<file path="src/eei_regs.svh">
// register map, field positions and timing constants of the ethernet error injector
// How it works
// RULE_01 - mode off passes traffic untouched
// RULE_02 - manual request inserts exactly burst count
// RULE_03 - burst inserted once every second
// RULE_04 - burst inserted once every ten seconds
// RULE_05 - rate mode bursts at 1E-2 to 1E-7
// RULE_06 - rate denominator counts transmitted blocks
// RULE_07 - insert request in rate mode only shows status
// RULE_08 - software programs the burst length count
// RULE_09 - alarms apply continuously, not in bursts
// RULE_10 - ifg destination shortens the interframe gap
// RULE_11 - fcs destination sends a bad frame check
// RULE_12 - preamble corrupted only at 10G or below
// RULE_13 - ip destination sends wrong header checksum
// RULE_14 - fragment destination sends fragmented ipv4 data
// RULE_15 - layer4 destination sends wrong tcp/udp checksum
// RULE_16 - pattern destination flips payload test bits
// RULE_17 - sequence destination corrupts test sequence number
// RULE_18 - block destination at 10G sends bad block
// RULE_19 - block destination at 1G raises tx error
// RULE_20 - fec destination, 25G/100G with fec only
// RULE_21 - pause destination sends pause frames per event
`ifndef EEI_REGS_SVH
`define EEI_REGS_SVH

// ----------------------------------------------------------------
// register offsets (word index on the register port)
// ----------------------------------------------------------------
`define EEI_ADDR_W        4
`define EEI_OFF_CTRL      4'h0
`define EEI_OFF_BURST     4'h1
`define EEI_OFF_INSERT    4'h2
`define EEI_OFF_STATUS    4'h3
`define EEI_OFF_COUNT     4'h4

// ----------------------------------------------------------------
// control register fields
// ----------------------------------------------------------------
`define EEI_CTRL_MODE     2:0
`define EEI_CTRL_DEST     7:4
`define EEI_CTRL_ALARM    8
`define EEI_CTRL_RATE     14:12
`define EEI_CTRL_SPEED    17:16
`define EEI_CTRL_FEC      20
`define EEI_CTRL_RST      32'h0000_0000
`define EEI_BURST_RST     16'h0001

// ----------------------------------------------------------------
// per-block field markers supplied by the frame generator
// ----------------------------------------------------------------
`define EEI_FLD_W         6
`define EEI_FLD_PRE       0
`define EEI_FLD_FCS       1
`define EEI_FLD_IPCK      2
`define EEI_FLD_L4CK      3
`define EEI_FLD_PAT       4
`define EEI_FLD_SEQ       5

// ----------------------------------------------------------------
// corruption patterns
// ----------------------------------------------------------------
`define EEI_FLIP_MASK     64'h0000_0000_0000_0001
`define EEI_BAD_SYNC      2'h0

// ----------------------------------------------------------------
// timing and rate denominators (in blocks)
// ----------------------------------------------------------------
`define EEI_SEC_NS        1000000000
`define EEI_CLK_NS        4
`define EEI_TEN_SECS      4'h9
`define EEI_RATE_E2       24'h00_0064
`define EEI_RATE_E3       24'h00_03E8
`define EEI_RATE_E4       24'h00_2710
`define EEI_RATE_E5       24'h01_86A0
`define EEI_RATE_E6       24'h0F_4240
`define EEI_RATE_E7       24'h98_9680

`endif

</file>
<file path="src/eei_pkg.sv">
// types shared by the ethernet error injector modules
package eei_pkg;

  // insertion mode, gray along off-manual-1s-10s-rate
  typedef enum logic [2:0] {
    EEI_MODE_OFF    = 3'h0,
    EEI_MODE_MANUAL = 3'h1,
    EEI_MODE_SEC    = 3'h3,
    EEI_MODE_SEC10  = 3'h2,
    EEI_MODE_RATE   = 3'h6
  } eei_mode_t;

  // insertion destination
  typedef enum logic [3:0] {
    EEI_DST_IFG   = 4'h0,
    EEI_DST_FCS   = 4'h1,
    EEI_DST_PRE   = 4'h2,
    EEI_DST_PAUSE = 4'h3,
    EEI_DST_IPCK  = 4'h4,
    EEI_DST_FRAG  = 4'h5,
    EEI_DST_L4CK  = 4'h6,
    EEI_DST_PAT   = 4'h7,
    EEI_DST_SEQ   = 4'h8,
    EEI_DST_BLK   = 4'h9,
    EEI_DST_FEC   = 4'hA
  } eei_dest_t;

  // port speed class
  typedef enum logic [1:0] {
    EEI_SPD_1G   = 2'h0,
    EEI_SPD_10G  = 2'h1,
    EEI_SPD_25G  = 2'h2,
    EEI_SPD_100G = 2'h3
  } eei_speed_t;

endpackage

</file>
<file path="src/eei_event_gen.sv">
// insertion event generator: one and ten second periods and block-counted rate
`timescale 1ns/100ps
`include "eei_regs.svh"
module eei_event_gen #(
  parameter int unsigned SEC_CYCLES = `EEI_SEC_NS / `EEI_CLK_NS  // cycles in one second
) (
  // clock and reset
  input  wire logic              clk_in,
  input  wire logic              resetn_in,
  // settings
  input  wire eei_pkg::eei_mode_t mode_in,
  input  wire logic [2:0]        rate_exp_in,
  // block strobe from the transmit stream
  input  wire logic              blk_valid_in,
  // one-cycle event pulse
  output logic                   event_out
);
  import eei_pkg::*;

  logic [31:0] sec_cnt_reg;    // cycles within the current second
  logic [3:0]  dec_cnt_reg;    // seconds within the ten second period
  logic [23:0] rate_cnt_reg;   // blocks within the rate period
  logic [23:0] rate_lim;       // blocks per burst for the chosen rate
  logic        sec_tick;       // last cycle of a second
  logic        dec_tick;       // last cycle of a ten second period
  logic        rate_tick;      // last block of a rate period
  eei_mode_t   mode_q_reg;     // mode seen last cycle, restarts counts on change
  logic        mode_chg;

  // ----------------------------------------------------------------
  // rate lookup, 1E-2 .. 1E-7; codes 0 and 1 clamp to 1E-2
  // ----------------------------------------------------------------
  always_comb begin
    unique case (rate_exp_in)
      3'h3:    rate_lim = `EEI_RATE_E3;
      3'h4:    rate_lim = `EEI_RATE_E4;
      3'h5:    rate_lim = `EEI_RATE_E5;
      3'h6:    rate_lim = `EEI_RATE_E6;
      3'h7:    rate_lim = `EEI_RATE_E7;
      default: rate_lim = `EEI_RATE_E2;
    endcase
  end

  assign mode_chg  = (mode_q_reg != mode_in);
  assign sec_tick  = (sec_cnt_reg == SEC_CYCLES - 1);
  assign dec_tick  = sec_tick && (dec_cnt_reg == `EEI_TEN_SECS);
  assign rate_tick = blk_valid_in && (rate_cnt_reg == rate_lim - 24'h00_0001); // RULE_06

  // ----------------------------------------------------------------
  // free counters, restarted whenever software changes the mode
  // ----------------------------------------------------------------
  always_ff @(posedge clk_in or negedge resetn_in) begin
    if (!resetn_in) begin
      sec_cnt_reg  <= 32'h0000_0000;
      dec_cnt_reg  <= 4'h0;
      rate_cnt_reg <= 24'h00_0000;
      mode_q_reg   <= EEI_MODE_OFF;
    end else begin
      mode_q_reg <= mode_in;
      if (mode_chg || sec_tick) begin
        sec_cnt_reg <= 32'h0000_0000;
      end else begin
        sec_cnt_reg <= sec_cnt_reg + 32'h0000_0001;
      end
      if (mode_chg || dec_tick) begin
        dec_cnt_reg <= 4'h0;
      end else if (sec_tick) begin
        dec_cnt_reg <= dec_cnt_reg + 4'h1;
      end
      // a shorter rate picked mid-period would overshoot; restart instead
      if (mode_chg || rate_tick || rate_cnt_reg >= rate_lim) begin
        rate_cnt_reg <= 24'h00_0000;
      end else if (blk_valid_in) begin
        rate_cnt_reg <= rate_cnt_reg + 24'h00_0001;
      end
    end
  end

  // ----------------------------------------------------------------
  // event per mode
  // ----------------------------------------------------------------
  always_comb begin
    unique case (mode_in)
      EEI_MODE_SEC:   event_out = sec_tick && !mode_chg;   // RULE_03
      EEI_MODE_SEC10: event_out = dec_tick && !mode_chg;   // RULE_04
      EEI_MODE_RATE:  event_out = rate_tick && !mode_chg;  // RULE_05
      default:        event_out = 1'b0;
    endcase
  end

endmodule

</file>
<file path="src/eei_top.sv">
// ethernet transmit error and alarm injector with register port
//
// Decided for this implementation: the address map and the plain strobed port.
`timescale 1ns/100ps
`include "eei_regs.svh"
module eei_top #(
  parameter int unsigned SEC_CYCLES = `EEI_SEC_NS / `EEI_CLK_NS,  // one second in clock cycles
  parameter int unsigned DATA_W     = 64                          // block payload width
) (
  // clock and reset
  input  wire logic                    clk_in,
  input  wire logic                    resetn_in,
  // register port
  input  wire logic [`EEI_ADDR_W-1:0]  reg_addr_in,
  input  wire logic [31:0]             reg_wdata_in,
  input  wire logic                    reg_wr_in,
  input  wire logic                    reg_rd_in,
  output logic [31:0]                  reg_rdata_out,
  // transmit stream from the generator
  input  wire logic                    blk_valid_in,
  input  wire logic [DATA_W-1:0]       blk_data_in,
  input  wire logic [1:0]              blk_sync_in,
  input  wire logic                    blk_sof_in,
  input  wire logic                    blk_eof_in,
  input  wire logic [`EEI_FLD_W-1:0]   blk_field_in,
  // transmit stream toward the link
  output logic                         tx_valid_out,
  output logic [DATA_W-1:0]            tx_data_out,
  output logic [1:0]                   tx_sync_out,
  output logic                         tx_sof_out,
  output logic                         tx_eof_out,
  output logic                         tx_er_out,
  // requests to the frame generator and fec encoder
  output logic                         ifg_short_out,
  output logic                         pause_req_out,
  output logic                         frag_req_out,
  output logic                         fec_sym_err_out,
  // status
  output logic                         insert_active_out
);
  import eei_pkg::*;

  // ----------------------------------------------------------------
  // register state
  // ----------------------------------------------------------------
  logic [31:0] ctrl_reg;        // mode, destination, alarm, rate, speed, fec
  logic [15:0] burst_reg;       // errors per insertion event
  logic [15:0] pend_reg;        // errors still owed to the stream
  logic [15:0] pend_next;
  logic [31:0] count_reg;       // errors inserted since reset, wraps
  logic [31:0] rdata_reg;       // read answer, one cycle after the strobe

  // ----------------------------------------------------------------
  // decoded settings
  // ----------------------------------------------------------------
  eei_mode_t   mode;
  eei_dest_t   dest;
  eei_speed_t  speed;
  logic [2:0]  rate_exp;
  logic        alarm_sel;       // alarm rather than counted errors
  logic        fec_en;          // fec enabled on the port

  assign mode      = eei_mode_t'(ctrl_reg[`EEI_CTRL_MODE]);
  assign dest      = eei_dest_t'(ctrl_reg[`EEI_CTRL_DEST]);
  assign speed     = eei_speed_t'(ctrl_reg[`EEI_CTRL_SPEED]);
  assign rate_exp  = ctrl_reg[`EEI_CTRL_RATE];
  assign alarm_sel = ctrl_reg[`EEI_CTRL_ALARM];
  assign fec_en    = ctrl_reg[`EEI_CTRL_FEC];

  // ----------------------------------------------------------------
  // register port decode
  // ----------------------------------------------------------------
  logic wr_ctrl;
  logic wr_burst;
  logic wr_insert;
  logic manual_evt;             // software insert request that counts
  logic timed_evt;              // periodic or rate event
  logic evt;                    // any event that owes a burst

  assign wr_ctrl    = reg_wr_in && (reg_addr_in == `EEI_OFF_CTRL);
  assign wr_burst   = reg_wr_in && (reg_addr_in == `EEI_OFF_BURST);
  assign wr_insert  = reg_wr_in && (reg_addr_in == `EEI_OFF_INSERT);
  // insert writes only count in manual mode; in rate mode they do nothing
  assign manual_evt = wr_insert && (mode == EEI_MODE_MANUAL);  // RULE_02 RULE_07
  // alarms do not take bursts, so no event is owed while one is selected
  assign evt        = (manual_evt || timed_evt) && !alarm_sel; // RULE_09

  // ----------------------------------------------------------------
  // periodic and rate event source
  // ----------------------------------------------------------------
  eei_event_gen #(
    .SEC_CYCLES (SEC_CYCLES)
  ) u_event_gen (
    .clk_in       (clk_in),
    .resetn_in    (resetn_in),
    .mode_in      (mode),
    .rate_exp_in  (rate_exp),
    .blk_valid_in (blk_valid_in),
    .event_out    (timed_evt)
  );

  // ----------------------------------------------------------------
  // destination availability per port setup
  // ----------------------------------------------------------------
  logic dest_ok;                // destination usable at this speed
  logic pre_ok;
  logic fec_ok;

  assign pre_ok  = (speed == EEI_SPD_1G) || (speed == EEI_SPD_10G);   // RULE_12
  assign fec_ok  = fec_en && ((speed == EEI_SPD_25G) || (speed == EEI_SPD_100G)); // RULE_20

  always_comb begin
    unique case (dest)
      EEI_DST_PRE: dest_ok = pre_ok;
      EEI_DST_FEC: dest_ok = fec_ok;
      EEI_DST_BLK: dest_ok = (speed == EEI_SPD_1G) || (speed == EEI_SPD_10G);
      default:     dest_ok = (dest <= EEI_DST_FEC);
    endcase
  end

  // ----------------------------------------------------------------
  // which block can carry the selected error
  // ----------------------------------------------------------------
  logic target;                 // this block holds the target field or slot

  always_comb begin
    unique case (dest)
      EEI_DST_FCS:   target = blk_field_in[`EEI_FLD_FCS];
      EEI_DST_PRE:   target = blk_field_in[`EEI_FLD_PRE];
      EEI_DST_IPCK:  target = blk_field_in[`EEI_FLD_IPCK];
      EEI_DST_L4CK:  target = blk_field_in[`EEI_FLD_L4CK];
      EEI_DST_PAT:   target = blk_field_in[`EEI_FLD_PAT];
      EEI_DST_SEQ:   target = blk_field_in[`EEI_FLD_SEQ];
      // frame-level requests are tied to a frame start
      EEI_DST_IFG,
      EEI_DST_PAUSE,
      EEI_DST_FRAG:  target = blk_sof_in;
      default:       target = 1'b1;
    endcase
  end

  // ----------------------------------------------------------------
  // hit: corrupt this block
  // ----------------------------------------------------------------
  logic armed;                  // mode on and destination usable
  logic err_hit;                // one counted error spent on this block
  logic alm_hit;                // alarm applied on this block
  logic hit;

  assign armed   = (mode != EEI_MODE_OFF) && dest_ok;        // RULE_01
  assign err_hit = armed && !alarm_sel && (pend_reg != 16'h0000) && blk_valid_in && target;
  assign alm_hit = armed && alarm_sel && blk_valid_in && target; // RULE_09
  assign hit     = err_hit || alm_hit;

  // ----------------------------------------------------------------
  // owed error count: a new burst is added even on a spending cycle
  // ----------------------------------------------------------------
  always_comb begin
    pend_next = pend_reg;
    if (!armed || alarm_sel) begin
      pend_next = 16'h0000;
    end else begin
      if (err_hit) begin
        pend_next = pend_next - 16'h0001;
      end
      if (evt) begin
        pend_next = pend_next + burst_reg;                   // RULE_08
      end
    end
  end

  // ----------------------------------------------------------------
  // data corruption per destination
  // ----------------------------------------------------------------
  logic [DATA_W-1:0] flip_mask;
  logic              flip_data;
  logic              bad_block;
  logic              set_tx_er;

  assign flip_mask = DATA_W'(`EEI_FLIP_MASK);
  assign flip_data = hit && ((dest == EEI_DST_FCS)  ||       // RULE_11
                             (dest == EEI_DST_PRE)  ||       // RULE_12
                             (dest == EEI_DST_IPCK) ||       // RULE_13
                             (dest == EEI_DST_L4CK) ||       // RULE_15
                             (dest == EEI_DST_PAT)  ||       // RULE_16
                             (dest == EEI_DST_SEQ));         // RULE_17
  assign bad_block = hit && (dest == EEI_DST_BLK) && (speed == EEI_SPD_10G); // RULE_18
  assign set_tx_er = hit && (dest == EEI_DST_BLK) && (speed == EEI_SPD_1G);  // RULE_19

  // ----------------------------------------------------------------
  // output stream, one register stage
  // ----------------------------------------------------------------
  always_ff @(posedge clk_in or negedge resetn_in) begin
    if (!resetn_in) begin
      tx_valid_out <= 1'b0;
      tx_data_out  <= '0;
      tx_sync_out  <= 2'h0;
      tx_sof_out   <= 1'b0;
      tx_eof_out   <= 1'b0;
      tx_er_out    <= 1'b0;
    end else begin
      tx_valid_out <= blk_valid_in;
      tx_data_out  <= flip_data ? (blk_data_in ^ flip_mask) : blk_data_in;
      tx_sync_out  <= bad_block ? `EEI_BAD_SYNC : blk_sync_in;
      tx_sof_out   <= blk_sof_in;
      tx_eof_out   <= blk_eof_in;
      tx_er_out    <= set_tx_er;
    end
  end

  // ----------------------------------------------------------------
  // side requests, aligned with the block they belong to
  // ----------------------------------------------------------------
  always_ff @(posedge clk_in or negedge resetn_in) begin
    if (!resetn_in) begin
      ifg_short_out   <= 1'b0;
      pause_req_out   <= 1'b0;
      frag_req_out    <= 1'b0;
      fec_sym_err_out <= 1'b0;
    end else begin
      ifg_short_out   <= hit && (dest == EEI_DST_IFG);       // RULE_10
      pause_req_out   <= hit && (dest == EEI_DST_PAUSE);     // RULE_21
      frag_req_out    <= hit && (dest == EEI_DST_FRAG);      // RULE_14
      fec_sym_err_out <= hit && (dest == EEI_DST_FEC);       // RULE_20
    end
  end

  // ----------------------------------------------------------------
  // register writes and counters
  // ----------------------------------------------------------------
  always_ff @(posedge clk_in or negedge resetn_in) begin
    if (!resetn_in) begin
      ctrl_reg  <= `EEI_CTRL_RST;
      burst_reg <= `EEI_BURST_RST;
      pend_reg  <= 16'h0000;
      count_reg <= 32'h0000_0000;
    end else begin
      if (wr_ctrl) begin
        ctrl_reg <= reg_wdata_in;
      end
      if (wr_burst) begin
        burst_reg <= reg_wdata_in[15:0];
      end
      pend_reg <= pend_next;
      if (hit) begin
        count_reg <= count_reg + 32'h0000_0001;
      end
    end
  end

  // ----------------------------------------------------------------
  // status and read path
  // ----------------------------------------------------------------
  logic        active;          // something is being inserted now, or rate mode is armed
  logic [31:0] status_word;
  logic [31:0] rd_mux;

  // in rate mode the insert indicator just shows the injector is armed
  assign active      = armed && (alarm_sel || (mode == EEI_MODE_RATE) || (pend_reg != 16'h0000)); // RULE_07
  assign status_word = {15'h0000, dest_ok, pend_reg[14:0], active};

  always_comb begin
    unique case (reg_addr_in)
      `EEI_OFF_CTRL:   rd_mux = ctrl_reg;
      `EEI_OFF_BURST:  rd_mux = {16'h0000, burst_reg};
      `EEI_OFF_STATUS: rd_mux = status_word;
      `EEI_OFF_COUNT:  rd_mux = count_reg;
      default:         rd_mux = 32'h0000_0000;
    endcase
  end

  // read data stand for the one cycle after the strobe only
  always_ff @(posedge clk_in or negedge resetn_in) begin
    if (!resetn_in) begin
      rdata_reg <= 32'h0000_0000;
    end else begin
      rdata_reg <= reg_rd_in ? rd_mux : 32'h0000_0000;
    end
  end

  assign reg_rdata_out     = rdata_reg;
  assign insert_active_out = active;

endmodule

</file>
<file path="config.mk">
export PLATFORM = sky130hd
export DESIGN_NAME = eei_top
export DESIGN_NICKNAME = d
export VERILOG_FILES = /design/src/eei_pkg.sv /design/src/eei_event_gen.sv /design/src/eei_top.sv
export VERILOG_INCLUDE_DIRS = /design/src /design/src/src
export SDC_FILE = /design/constraint.sdc
export NUM_CORES = 1
export LEC_CHECK = 0
export ABC_CLOCK_PERIOD_IN_PS = 8100
export BUFFER_PORTS_ARGS = -buffer_cell sky130_fd_sc_hd__buf_2
export CAP_MARGIN = 25
export CELL_PAD_IN_SITES_DETAIL_PLACEMENT = 2
export CELL_PAD_IN_SITES_GLOBAL_PLACEMENT = 2
export CORE_AREA = 2 2 182 184
export DETAILED_ROUTE_END_ITERATION = 10
export DIE_AREA = 0 0 184 186
export PLACE_DENSITY = 0.95
export SETUP_SLACK_MARGIN = 0.05
export SLEW_MARGIN = 20
export SYNTH_ARGS = -nofsm -noshare
export SYNTH_HDL_FRONTEND = slang
export SYNTH_SLANG_ARGS = --single-unit
export TNS_END_PERCENT = 10
</file>
<file path="constraint.sdc">
create_clock -name clk_in -period 8.1 [get_ports clk_in]
set_input_delay 0.405 -clock clk_in [delete_from_list [all_inputs] [get_ports clk_in]]
set_output_delay 0.405 -clock clk_in [all_outputs]
set_load 0.03 [all_outputs]
</file>
# Word level (Yosys, flattened, before mapping)
# Index checks and enable logic that the tools add are counted.
classes:
  mul: 0
  n_lt_le_gt_ge: 2
  n_eq_ne: 30
  bitwise_logic: 1
  addsub: 7
  n_div: 0
  n_reduce_logical: 56
  shift: 0
  mux: 17
ops:
  columns: ["operator", "n"]
  rows:
  - ["$pmux 32 s4", 1]
  - ["$pmux 24 s5", 1]
  - ["$add 32x1->32 const B", 2]
  - ["$mux 16", 4]
  - ["$mux 32", 2]
  - ["$mux 24", 2]
  - ["$eq 32x28->1 const B", 1]
  - ["$logic_and 1x1->1", 28]
  - ["$add 24x1->24 const B", 1]
  - ["$eq 24x24->1", 1]
  - ["$ge 24x24->1", 1]
  - ["$sub 24x1->24 const B", 1]
  - ["$eq 4x3->1 const B", 5]
  - ["$add 16x16->16", 1]
  - ["$eq 4x2->1 const B", 4]
  - ["$eq 4x4->1 const B", 4]
  - ["$logic_or 1x1->1", 16]
  - ["$reduce_bool 16->1", 1]
  - ["$sub 16x1->16 const B", 1]
  - ["$eq 3x3->1 const B", 5]
  - ["$eq 3x2->1 const B", 3]
  - ["$eq 4x1->1 const B", 2]
  - ["$logic_not 4->1", 2]
  - ["$mux 4", 2]
  - ["18 further kinds", 22]
word_totals:
  wordCells: 132
  n_memories: 0
  regBits: 265
  mem_bits_rw: 0
  inputBits: 115
  output_inout_bits: 107
  romBits: 0
  latch_bits: 0

# Depth between registers and ports, before layout
# Gate-level depths: netlist (run 1).
logic_depth:
  depth_word: 14
  depth_mapped: 18
  mapped_depth_nobuf: 18

# By module
# From an unflattened synthesis (run 1), not the netlist that was laid out.
unflattened:
  cells_unflattened: 1130
  area_unflattened_um2: 12514.5
modules_own_cells:
  columns: ["module", "cells_per_inst", "seq_area_each_um2", "n_inst", "area_each_um2"]
  rows:
  - ["eei_top", 676, 5056.1, 1, 8557.0]
  - ["eei_event_gen", 454, 1576.5, 1, 3957.5]

# Worst setup path after synthesis (run 1)
# No wires, ideal clock.
synth_path:
  path_kind: "flip-flop to flip-flop"
  start: "register ctrl_reg[6]"
  end: "register pend_reg[15]"
  t_required_ns: 7.958
  arrival_time_ns: 3.791
  stages_incl_launch_ff: 18
  slack_ns: 4.167
  path_buffers: 1
  period_less_slack_ns: 3.933
  setup_time_ns: 0.142
  path_cell_list: "dfrtp_1 -> clkbuf_1 -> inv_1 -> a31oi_1 -> o311ai_0 -> o31ai_1 -> nor3_1 -> o21ai_0 -> inv_1 -> ha_1 -> a211oi_1 -> nor4_1 -> o31ai_1 -> o2111ai_1 -> a21oi_1 -> xnor2_1 -> nand3_1 -> nor3b_1"
synth_via:
  elab_chain_len: 13
  word_cells_on_any_way: 28
  classes_between: "add/sub (1); order compare (1); eq/ne (10); mux (6); reduce/logical (10)"
synth_rtl:
  columns: ["item", "line_no", "text"]
  rows:
  - ["start, declared", "eei_top.sv:46", "logic [31:0] ctrl_reg;"]
  - ["start signal, assigned", "eei_top.sv:233", "ctrl_reg <= `EEI_CTRL_RST;"]
  - ["start signal, assigned", "eei_top.sv:239", "ctrl_reg <= reg_wdata_in;"]
  - ["branches (longest 12 deep; another with $add 16x16->16)", null, null]
  - ["$mux 16 *", "eei_top.sv:160", "if (!armed || alarm_sel) begin"]
  - ["net pend_next[15]", "eei_top.sv:49", "logic [15:0] pend_next;"]
  - ["end signal, assigned", "eei_top.sv:244", "pend_reg <= pend_next;"]
  - ["end, declared", "eei_top.sv:48", "logic [15:0] pend_reg;"]
# Mark *: on every way through the listed nets, which the timed path passes. The select of a mux whose other input is x is not followed.
# A chain may end at the register's enable or synchronous reset.

# Worst setup path after layout (run 1)
layout_path:
  start: "register ctrl_reg[7]"
  end: "register pend_reg[15]"
# The elaborated chain is that of the path after synthesis.

==> reports/qor.txt, run 1 <==
register area -> 0.006633 mm^2
Seq pwr share -> 41.8%
detailed-route via count -> 11540
synth unique cells -> 70
most common cell after layout, fill and taps aside -> dfrtp_1
DRC Markers -> 0
CP Class -> reg2reg
CTS tree -> yes
run status -> finished, final reports clean
Place WS -> 2.893 ns
Highest Clock Rate -> 172.3 MHz
Rows -> 66
hold path cells -> 2
share of synthesized cell area in full adder, half adder and majority cells -> 4.378%
Post-Syn Area per Cell -> 10.98 um^2
Die Y -> 186 um
hold bufs inserted after CTS -> 66
I/O Pins -> 222
post-CTS setup buffer count -> 0
Max-Cap Viols -> 0
CP max FO -> 20
synth top area cells -> dfrtp_1, mux2_2, ha_1
fin nets -> 1580
fin. max-slew vios -> 0
Cells after Synth -> 1135
Comb pwr share -> 17.6%
synthesized area -> 0.01246 mm^2
unrepaired setup endpoints after global routing -> false
Synth Flop Type -> dfrtp_1
Initial DRC Count -> 1139
worst path required time -> 8.57 ns
PortBufs -> 221
Compound-Gate Fraction of Synth Area -> 9.209%
RD Place Congestion -> 0.8574
die area -> 0.03422 mm^2
wire per inst -> 32.77 um
Reg clk slew, reported paths -> 0.07 ns
worst rel slew slack -> 31.71%
Synth area leader -> dfrtp_1
CP Capture Type -> flip-flop
fin cells -> 1860
Critical Path Start Type -> flip-flop
Core Area -> 0.03221 mm^2
most frequent cells in the layout -> dfrtp_1, buf_2, nor2_1
synth warn -> 0
1st-pass router iterations -> 6
vias in the first global route -> 13120
Int Power -> 2.508 mW
Switch Pwr -> 1.240 mW
post-synth top area share -> 53.02%
H-Tree Depth -> 1
Die W -> 184 um
share of layout cells above drive strength 1 -> 25.29%
initial antenna violation count -> 7
post-CTS sizing -> 0
multi-input logic area -> 0.005547 mm^2
CTS buffer count -> 31
post-synthesis mux area share -> 5.252%
Post-synth EDFFs -> 0
final hold violation count -> 0
Slew @ Worst Pin -> 1.022 ns
clock tree sinks -> 265
switch share -> 33.08%
CP arrival -> 6.28 ns
worst-skew pair later-pin latency -> 0.60 ns
clock share of power -> 40.5%
Tot GR Track Use -> 35.54%
type of the most critical hold path -> in2reg
setup TNS -> 0 ns
effective utilization at floorplan -> 38.69%
clk root buf -> clkbuf_16
power per cell area -> 237.6 mW/mm^2
ys async rst share -> 100.0%
pin count of the biggest net entering global routing -> 128
Biggest register -> tx_data_out
min cycle time layout -> 5.803 ns
Detailed Place HPWL -> 32.00 mm
simple logic cell fraction of the synthesized area -> 17.11%
fill cell count -> 3222
Layout area overhead -> 26.57%
Largest register FFs -> 64
Worst Reg2Reg Path Length in Cells -> 16
GR Overflow Total -> 0
placed insts -> 1727
synthesis-stage register bit count -> 265
Seq/Total Area, Yosys -> 53.23%
main combinational cell family by area after synthesis -> simple AND/OR/NAND/NOR gates
Setup Skew -> 0.03901 ns
Finish-stage setup viols -> 0
detailed-route wire length -> 60.95 mm
first-pass GRT wire length -> 89.58 mm
P_leak -> 7.271 nW
setup ws final -> 2.297 ns
peak supply drop -> 228.3 uV
antenna-violating nets left -> 0
post-synthesis xor/xnor area fraction -> 8.225%
Synthesized Nets -> 1293
Tcrit/Tclk final -> 71.65%
CTS max path bufs -> 3
drt via density -> 6.206
post-layout util -> 48.97%
r2r setup slk -> 2.30 ns
worst max-delay path, stage by stage (launching register included):
cell and delay, ns:
dfrtp_1 0.67, nor4b_1 0.12, o21ai_0 0.56, nand4b_1 0.26, buf_4 0.31, nor3_1 0.78, nand3_1 0.23, xnor2_1 0.36
ha_1 0.37, a21oi_1 0.26, o211ai_1 0.13, o31ai_1 0.54, o2111ai_1 0.25, a21oi_1 0.24, xnor2_1 0.24, nand3_1 0.17
nor3b_1 0.18
per-stage QoR:
| stage | instance area, um^2 | hold WS (ns) | power [mW] |
|---|---|---|---|
| 3_5_place_dp | 13980 | 0.4782 | 2.116 |
| 3_3_place_gp | 13980 | 0.4703 | 2.038 |
| 5_1_grt | 15770 | 0.02938 | 3.831 |
| 2_1_floorplan | 12460 | 0.1094 | 1.869 |
| 4_1_cts | 15690 | 0.004150 | 3.657 |
| 6_report | 15770 | 0.02563 | 3.747 |
routing by layer:
layer	part of all wire, %	wire (um)	vias to the layer above	track usage, %
li1	-	-	4596	-
met2	50	30670	769	63.29
met5	0	0	-	0
met3	6.5	3989	308	5.283
met1	36	21660	5870	39.31
met4	7.6	4632	0	24.29
final cells by class:
| type | instances | area share [%] |
|---|---|---|
| Inverter | 27 | 0.6427 |
| Antenna cell | 5 | 0.07934 |
| Multi-Input combinational cell | 795 | 35.17 |
| Timing Repair Buffer | 302 | 12.20 |
| Tap cell | 408 | 3.237 |
| Sequential cell | 265 | 42.06 |
| Clock inverter | 11 | 0.8648 |
| Clock buffer | 47 | 5.744 |
power by group through the flow:
stage / Sequential (mW) / Clock [mW] / Combinational, mW
final: 1.57 / 1.52 / 0.660
after global routing: 1.57 / 1.57 / 0.690
after CTS: 1.55 / 1.49 / 0.615
after detailed placement: 1.57 / 0 / 0.549
after global placement: 1.55 / 0 / 0.490
after floorplan: 1.53 / 0 / 0.341
cells in the mapped netlist, drive strengths merged (14+ instances only):
library cell,n
dfrtp,264
nor2,115
nand2,84
xor2,60
xnor2,57
mux2,51
nor3,45
ha,42
a21oi,41
nand3,39
clkbuf,34
inv,27
and3,23
nand4,22
o21ai,17
a222oi,16
a22oi,16
buf,14
nor4,14
kinds of logic (layout without fill, tap and decap cells):
| logic type | after synthesis | count (layout) |
|---|---|---|
| compound gates | 154 | 154 |
| xor+xnor | 117 | 117 |
| fa+ha+maj | 43 | 43 |
| buf+inv | 75 | 387 |
| flops | 265 | 265 |
| mux | 59 | 59 |
| other cells | 0 | 5 |
| simple gates | 422 | 422 |
worst paths after layout:
check	start	endpoint
max reg2reg	ctrl_reg[7]	pend_reg[15]
min in group asynchronous	resetn_in	tx_data_out[12]
min	blk_sync_in[0]	tx_sync_out[0]
min reg2reg	count_reg[23]	count_reg[23]
max in group asynchronous	resetn_in	u_event_gen.rate_cnt_reg[8]
max	ctrl_reg[7]	pend_reg[15]
Note: power is estimated with default switching activity, not from simulation.
==> run 2: changes to the inputs <==
- ABC_CLOCK_PERIOD_IN_PS: 8100 -> 5100
- CORE_AREA: 2 2 182 184 -> 2 2 198 200
- DIE_AREA: 0 0 184 186 -> 0 0 200 202
- PLACE_DENSITY: 0.95 -> 0.86
- clock period: 8.1 -> 5.1 ns (I/O delays scaled with it)
==> run 2 against run 1 <==
Against the previous run: sequential cell count unchanged; utilization decreased by 6.3 points; sequential share of layout area decreased by 1.5 points; die area increased by 18%; via count decreased by 2.9%; clock power increased by 64%; fmax increased by 15%; power increased by 60%; design area increased by 3.7%; critical path type unchanged; critical endpoint is now pend_reg[14].
==> reports/qor.txt, run 2 (synthesis results as in run 1) <==
I/O Pins -> 222 (unchanged)
worst-skew pair later-pin latency -> 0.54 ns (-0.06 ns)
clock share of power -> 41.5% (+1.0 points)
overall power -> 5.993 mW (+60%)
met3 Use GR -> 4.439% (-0.84 points)
pin count of the biggest net entering global routing -> 147 (+15%)
r2r startpoint -> ctrl_reg[5]
DRC Markers -> 0 (unchanged)
M2 GR Usage -> 49.79% (-14 points)
hold path cells -> 2 (unchanged)
Switch Pwr -> 1.932 mW (+56%)
setup TNS -> 0 ns (unchanged)
CP max FO -> 12 (-40%)
final hold violation count -> 0 (unchanged)
Worst Reg2Reg Path Length in Cells -> 18 (+2)
Rows -> 72 (+9.1%)
worst rel slew slack -> 17.02% (-15 points)
detailed-route via count -> 11210 (-2.9%)
Finish-stage setup viols -> 0 (unchanged)
Biggest register -> tx_data_out
drt via density -> 5.573 (-10%)
hold path endpoint -> ctrl_reg[16]
CP arrival -> 5.49 ns (-0.79 ns)
detailed-route wire length -> 56.10 mm (-8.0%)
Place WS -> 0.3523 ns (-2.541 ns)
setup ws final -> 0.04576 ns (-2.251 ns)
initial antenna violation count -> 4 (-3)
HP Start -> reg_wdata_in[16]
wire per inst -> 27.90 um (-15%)
most common cell after layout, fill and taps aside -> dfrtp_1
Core Area -> 0.03829 mm^2 (+19%)
CTS max path bufs -> 3 (unchanged)
run status -> finished, final reports clean
Setup Skew -> 0.01847 ns (-0.02054 ns)
PortBufs -> 221 (unchanged)
1st-pass router iterations -> 5 (-1)
Layout area overhead -> 31.24%
worst path required time -> 5.54 ns (-3.03 ns)
H-Tree Depth -> 2 (+1)
post-layout util -> 42.71% (-6.3 points)
r2r endpoint -> pend_reg[14]
r2r setup slk -> 0.05 ns (-2.25 ns)
cell chain of the critical path -> nand2b_1 -> and3_1 -> o21a_1 -> o31ai_1 -> buf_4 -> nor3_1 -> xnor2_1 -> ha_1 -> inv_1 -> fa_1 -> nor2b_1 -> o31a_1 -> o2111ai_1 -> a31oi_1 -> a21o_1 -> a21oi_1 -> xor2_1 -> a211oi_2
first-pass GRT wire length -> 85.10 mm (-5.0%)
GR Overflow Total -> 0 (unchanged)
fin nets -> 1622 (+2.7%)
CTS buffer count -> 34 (+9.7%)
Tot GR Track Use -> 28.12% (-7.4 points)
most frequent cells in the layout -> dfrtp_1, buf_2, nor2_1
CTS tree -> yes
antenna-violating nets left -> 0 (unchanged)
GRT busiest layer -> met2
die area -> 0.04040 mm^2 (+18%)
met1 track demand over resource -> 31.98% (-7.3 points)
Max-Cap Viols -> 0 (unchanged)
worst stage delay on the critical path -> 0.55 ns (-0.23 ns)
clk root buf -> clkbuf_16
Tcrit/Tclk final -> 99.10% (+27 points)
Initial DRC Count -> 980 (-14%)
Detailed Place HPWL -> 31.59 mm (-1.3%)
Int Power -> 4.061 mW (+62%)
peak supply drop -> 207.4 uV (-9.2%)
Die W -> 200 um (+8.7%)
effective utilization at floorplan -> 32.54% (-6.1 points)
CP Capture Type -> flip-flop
clock tree sinks -> 265 (unchanged)
Hold Slack -> 0.003280 ns (-0.02235 ns)
Largest register FFs -> 64 (unchanged)
switch share -> 32.24% (-0.83 points)
Comb pwr share -> 17.6% (about the same)
Slew @ Worst Pin -> 1.235 ns (+0.2133 ns)
Highest Clock Rate -> 197.9 MHz (+15%)
share of layout cells above drive strength 1 -> 25.86% (+0.56 points)
Die Y -> 202 um (+8.6%)
RD Place Congestion -> 0.8172 (-4.7%)
CP Class -> reg2reg
Critical Path Start Type -> flip-flop
min cycle time layout -> 5.054 ns (-0.7490 ns)
vias in the first global route -> 12890 (-1.7%)
P_leak -> 7.466 nW (+2.7%)
power per cell area -> 366.5 mW/mm^2 (+54%)
Seq pwr share -> 40.9% (-0.9 points)
crit path max-delay cell type -> dfrtp_1
unrepaired setup endpoints after global routing -> true
type of the most critical hold path -> in2reg
Reg clk slew, reported paths -> 0.06 ns (about the same)
fin. max-slew vios -> 0 (unchanged)
run 2: cell count changes in the layout (fill, tap and decap cells not counted), sizes merged:
cell	before	now
dlygate4sd3	66	98
buf	234	242
clkinv	6	9
bufinv	3	1
clkbuf	49	47
clkinvlp	1	3
diode	5	4
inv	28	29
run 2: metrics by stage:
step | instances | area, um^2
floorplan | 1135 | 12460
global placement | 1844 | 14180
detailed placement | 1845 | 14200
CTS | 2004 | 16300
global route | 2010 | 16350
finish | 2011 | 16350
run 2: worst max path at each step:
stage | start | endpoint | slack [ns] | cells after the start
6_report | ctrl_reg[5] | pend_reg[14] | 0.05 | 18
3_3_place_gp | ctrl_reg[4] | pend_reg[15] | 0.72 | 17
3_5_place_dp | ctrl_reg[4] | pend_reg[15] | 0.35 | 17
2_1_floorplan | ctrl_reg[6] | pend_reg[15] | 1.17 | 17
5_1_grt | ctrl_reg[6] | pend_reg[15] | -0.04 | 18
4_1_cts | ctrl_reg[4] | pend_reg[14] | 0.12 | 18
run 2: routing by layer:
metal,vias to the layer above,routed length (um)
met5,-,13
met4,2,3535
met3,207,2696
met2,480,29230
met1,5835,20620
li1,4684,-
run 2: cell type report:
class / instances / area [um^2]
repair buffers: 341 / 2272
multi-input cells: 795 / 5572
fillers: 3944 / 21930
diodes: 4 / 10.01
clock buffers: 46 / 987.2
flip-flops and latches: 265 / 6635
well taps: 518 / 648.1
clock inverters: 15 / 126.4
inverters: 27 / 101.3
run 2: power groups by stage:
stage / combinational [mW] / sequential (mW) / clock [mW]
after floorplan: 0.542 / 2.43 / 0
after global placement: 0.850 / 2.42 / 0
after detailed placement: 0.914 / 2.44 / 0
after CTS: 1.02 / 2.42 / 2.46
after global routing: 1.13 / 2.46 / 2.60
final: 1.05 / 2.45 / 2.49
run 2: critical path, delay by kind of cell (launching register included):
| family | cells | cell delay (ns) |
|---|---|---|
| AOI/OAI and AO/OA | 8 | 2.04 |
| adders and majority gates | 2 | 0.70 |
| DFF | 1 | 0.55 |
| xor gates and xnor gates | 2 | 0.48 |
| buffers and inverters | 2 | 0.34 |
| and+or+nand+nor | 4 | 0.84 |
run 2: repair_timing:
action,CTS,global route
setup buffers,0,2
endpoints found under the hold margin,226,0
endpoints found under the setup margin,1,4
hold buffers,98,0
gates resized for setup,1,7
pin swaps,0,1
==> run 3: changes to the inputs <==
- CAP_MARGIN: 25 -> 10
- PLACE_DENSITY: 0.86 -> 0.87
==> run 3 against run 2 <==
Against the previous run: the run now ends with setup timing left; hold slack improved by 0.17 ns; register-to-register slack lost 0.06 ns; die area is the same; largest cell class unchanged; largest power group unchanged; highest routed layer unchanged.
==> reports/qor.txt, run 3 (synthesis results as in run 1) <==
run status -> finished with violations
failing checks -> setup timing
detailed-route via count -> 11360 (+1.3%)
pin count of the biggest net entering global routing -> 116 (-21%)
type of the most critical hold path -> in2reg
final hold violation count -> 0 (unchanged)
antenna-violating nets left -> 0 (unchanged)
CP Class -> reg2reg
setup ws final -> -0.01505 ns (-0.06081 ns)
clk root buf -> clkbuf_16
fin. max-slew vios -> 0 (unchanged)
worst rel slew slack -> 21.81% (+4.8 points)
r2r setup slk -> -0.02 ns (-0.06 ns)
Highest Clock Rate -> 195.5 MHz (-1.2%)
DRC Markers -> 0 (unchanged)
Tot GR Track Use -> 29.24% (+1.1 points)
wire per inst -> 29.23 um (+4.8%)
initial antenna violation count -> 4 (unchanged)
crit path max-delay cell type -> nor3_1
Seq pwr share -> 40.1% (-0.8 points)
Max-Cap Viols -> 0 (unchanged)
power per cell area -> 369.8 mW/mm^2 (+0.90%)
register area -> 0.006636 mm^2 (about the same)
overall power -> 6.074 mW (+1.4%)
P_leak -> 7.494 nW (+0.37%)
Switch Pwr -> 1.932 mW (about the same)
Rows -> 72 (unchanged)
multi-input logic area -> 0.005568 mm^2 (about the same)
Biggest register -> tx_data_out
most common cell after layout, fill and taps aside -> dfrtp_1
cell chain of the critical path -> nor4b_1 -> o21ai_1 -> nand4b_1 -> buf_4 -> nor3_1 -> nand3_1 -> xnor2_1 -> ha_1 -> nand2_1 -> nor4_1 -> o31ai_2 -> buf_4 -> o2111ai_1 -> a21oi_1 -> xnor2_1 -> a21oi_1 -> nor3b_1
Detailed Place HPWL -> 31.10 mm (-1.6%)
CTS max path bufs -> 3 (unchanged)
unrepaired setup endpoints after global routing -> true
Slew @ Worst Pin -> 1.162 ns (-0.07309 ns)
RD Place Congestion -> 0.8196 (+0.29%)
fill cell count -> 3906 (-0.96%)
Buf/Inv on CP -> 2 (unchanged)
clock tree sinks -> 265 (unchanged)
PortBufs -> 221 (unchanged)
Core Area -> 0.03829 mm^2 (unchanged)
detailed-route wire length -> 58.85 mm (+4.9%)
Comb pwr share -> 18.3% (+0.7 points)
clock share of power -> 41.6% (about the same)
drt via density -> 5.642 (+1.2%)
Int Power -> 4.142 mW (+2.0%)
min cycle time layout -> 5.115 ns (+0.06081 ns)
Layout area overhead -> 31.82%
die area -> 0.04040 mm^2 (unchanged)
Die W -> 200 um (unchanged)
Place WS -> 0.1125 ns (-0.2398 ns)
most frequent cells in the layout -> dfrtp_1, buf_2, nor2_1
CP max FO -> 12 (unchanged)
Initial DRC Count -> 992 (+1.2%)
CP Capture Type -> flip-flop
worst-skew pair later-pin latency -> 0.61 ns (+0.07 ns)
CTS tree -> yes
peak supply drop -> 255.7 uV (+23%)
Finish-stage setup viols -> 1 (+1)
vias in the first global route -> 13050 (+1.2%)
Tcrit/Tclk final -> 100.3% (+1.2 points)
Die Y -> 202 um (unchanged)
Setup Skew -> 0.03125 ns (+0.01278 ns)
I/O Pins -> 222 (unchanged)
CTS buffer count -> 30 (-12%)
worst stage delay on the critical path -> 0.59 ns (+0.04 ns)
switch share -> 31.80% (-0.44 points)
Largest register FFs -> 64 (unchanged)
GR Overflow Total -> 0 (unchanged)
share of layout cells above drive strength 1 -> 25.92% (+0.065 points)
worst path required time -> 5.55 ns (about the same)
H-Tree Depth -> 1 (-1)
Critical Path Start Type -> flip-flop
first-pass GRT wire length -> 87.99 mm (+3.4%)
fin nets -> 1628 (+0.37%)
Reg clk slew, reported paths -> 0.06 ns (about the same)
effective utilization at floorplan -> 32.54% (unchanged)
1st-pass router iterations -> 7 (+2)
CP top delay family -> simple AND/OR/NAND/NOR gates
CP arrival -> 5.57 ns (+0.08 ns)
==> run 3: cell count changes in the layout (fill, tap and decap cells not counted), sizes merged <==
cell and delta:
diode -2, bufinv +4, buf +7, clkbuf -3, inv -2, clkinvlp -2
dlygate4sd3 +4, clkinv -4
==> run 3: final cells by class <==
class                      count  area share, %
antenna                        2        0.03047
clock buffer                  44          5.500
clock inverter                11          1.287
inverter                      27         0.6170
multi-input combinational    795          33.90
sequential                   265          40.41
tap                          518          3.946
timing repair buffer         351          14.31
==> run 3: power groups by stage <==
stage	Sequential, mW	Combinational, mW	Clock (mW)
after global placement	2.41	0.861	0
after detailed placement	2.43	0.919	0
after CTS	2.41	1.04	2.49
final	2.43	1.11	2.53
after floorplan	2.43	0.542	0
after global routing	2.44	1.18	2.63
==> run 3: layer usage <==
layer	wire (um)	up-vias	part of all wire, %	GRT usage (%)
met5	23	-	0.039	0
met2	30810	504	52	52.48
li1	-	4683	-	-
met3	2820	227	4.8	3.988
met1	21520	5940	37	33.66
met4	3679	4	6.3	15.08
==> run 3: final timing paths <==
| kind | start | cells past startpoint | to |
|---|---|---|---|
| max in group asynchronous | resetn_in | 3 | tx_data_out[23] |
| worst min-delay path | reg_addr_in[2] | 4 | reg_rdata_out[2] |
| min in group asynchronous | resetn_in | 2 | count_reg[25] |
| worst max register to register | ctrl_reg[5] | 17 | pend_reg[15] |
| worst max-delay path | ctrl_reg[5] | 17 | pend_reg[15] |
| worst min register to register | count_reg[31] | 1 | count_reg[31] |
==> run 3: worst reg2reg max path: cells and delay by family (launching register included) <==
family	cells	cell delay [ns]
xor+xnor	2	0.46
compound gates	5	0.95
buf+inv	2	0.37
simple gates	7	2.28
flops	1	0.55
fa+ha+maj	1	0.38
==> run 3: through the flow <==
step / TNS [ns] / instances / util [%] / hold slack, ns / instance area [um^2]
6_report: -0.01505 / 2013 / 42.90 / 0.1734 / 16420
5_1_grt: -0.1249 / 2013 / 42.90 / 0.1860 / 16420
4_1_cts: 0 / 2008 / 42.75 / 0.1664 / 16370
3_5_place_dp: 0 / 1848 / 37.10 / 0.3644 / 14200
3_3_place_gp: 0 / 1847 / 37.07 / 0.3625 / 14190
2_1_floorplan: 0 / 1135 / - / -0.04059 / 12460
==> run 3: repair_timing <==
action / in CTS / in global routing
hold endpoints to repair: 227 / 0
hold buffers: 102 / 0
pin swaps: 1 / 2
setup buffers: 3 / 3
gates resized for setup: 1 / 10
setup endpoints to repair: 3 / 5
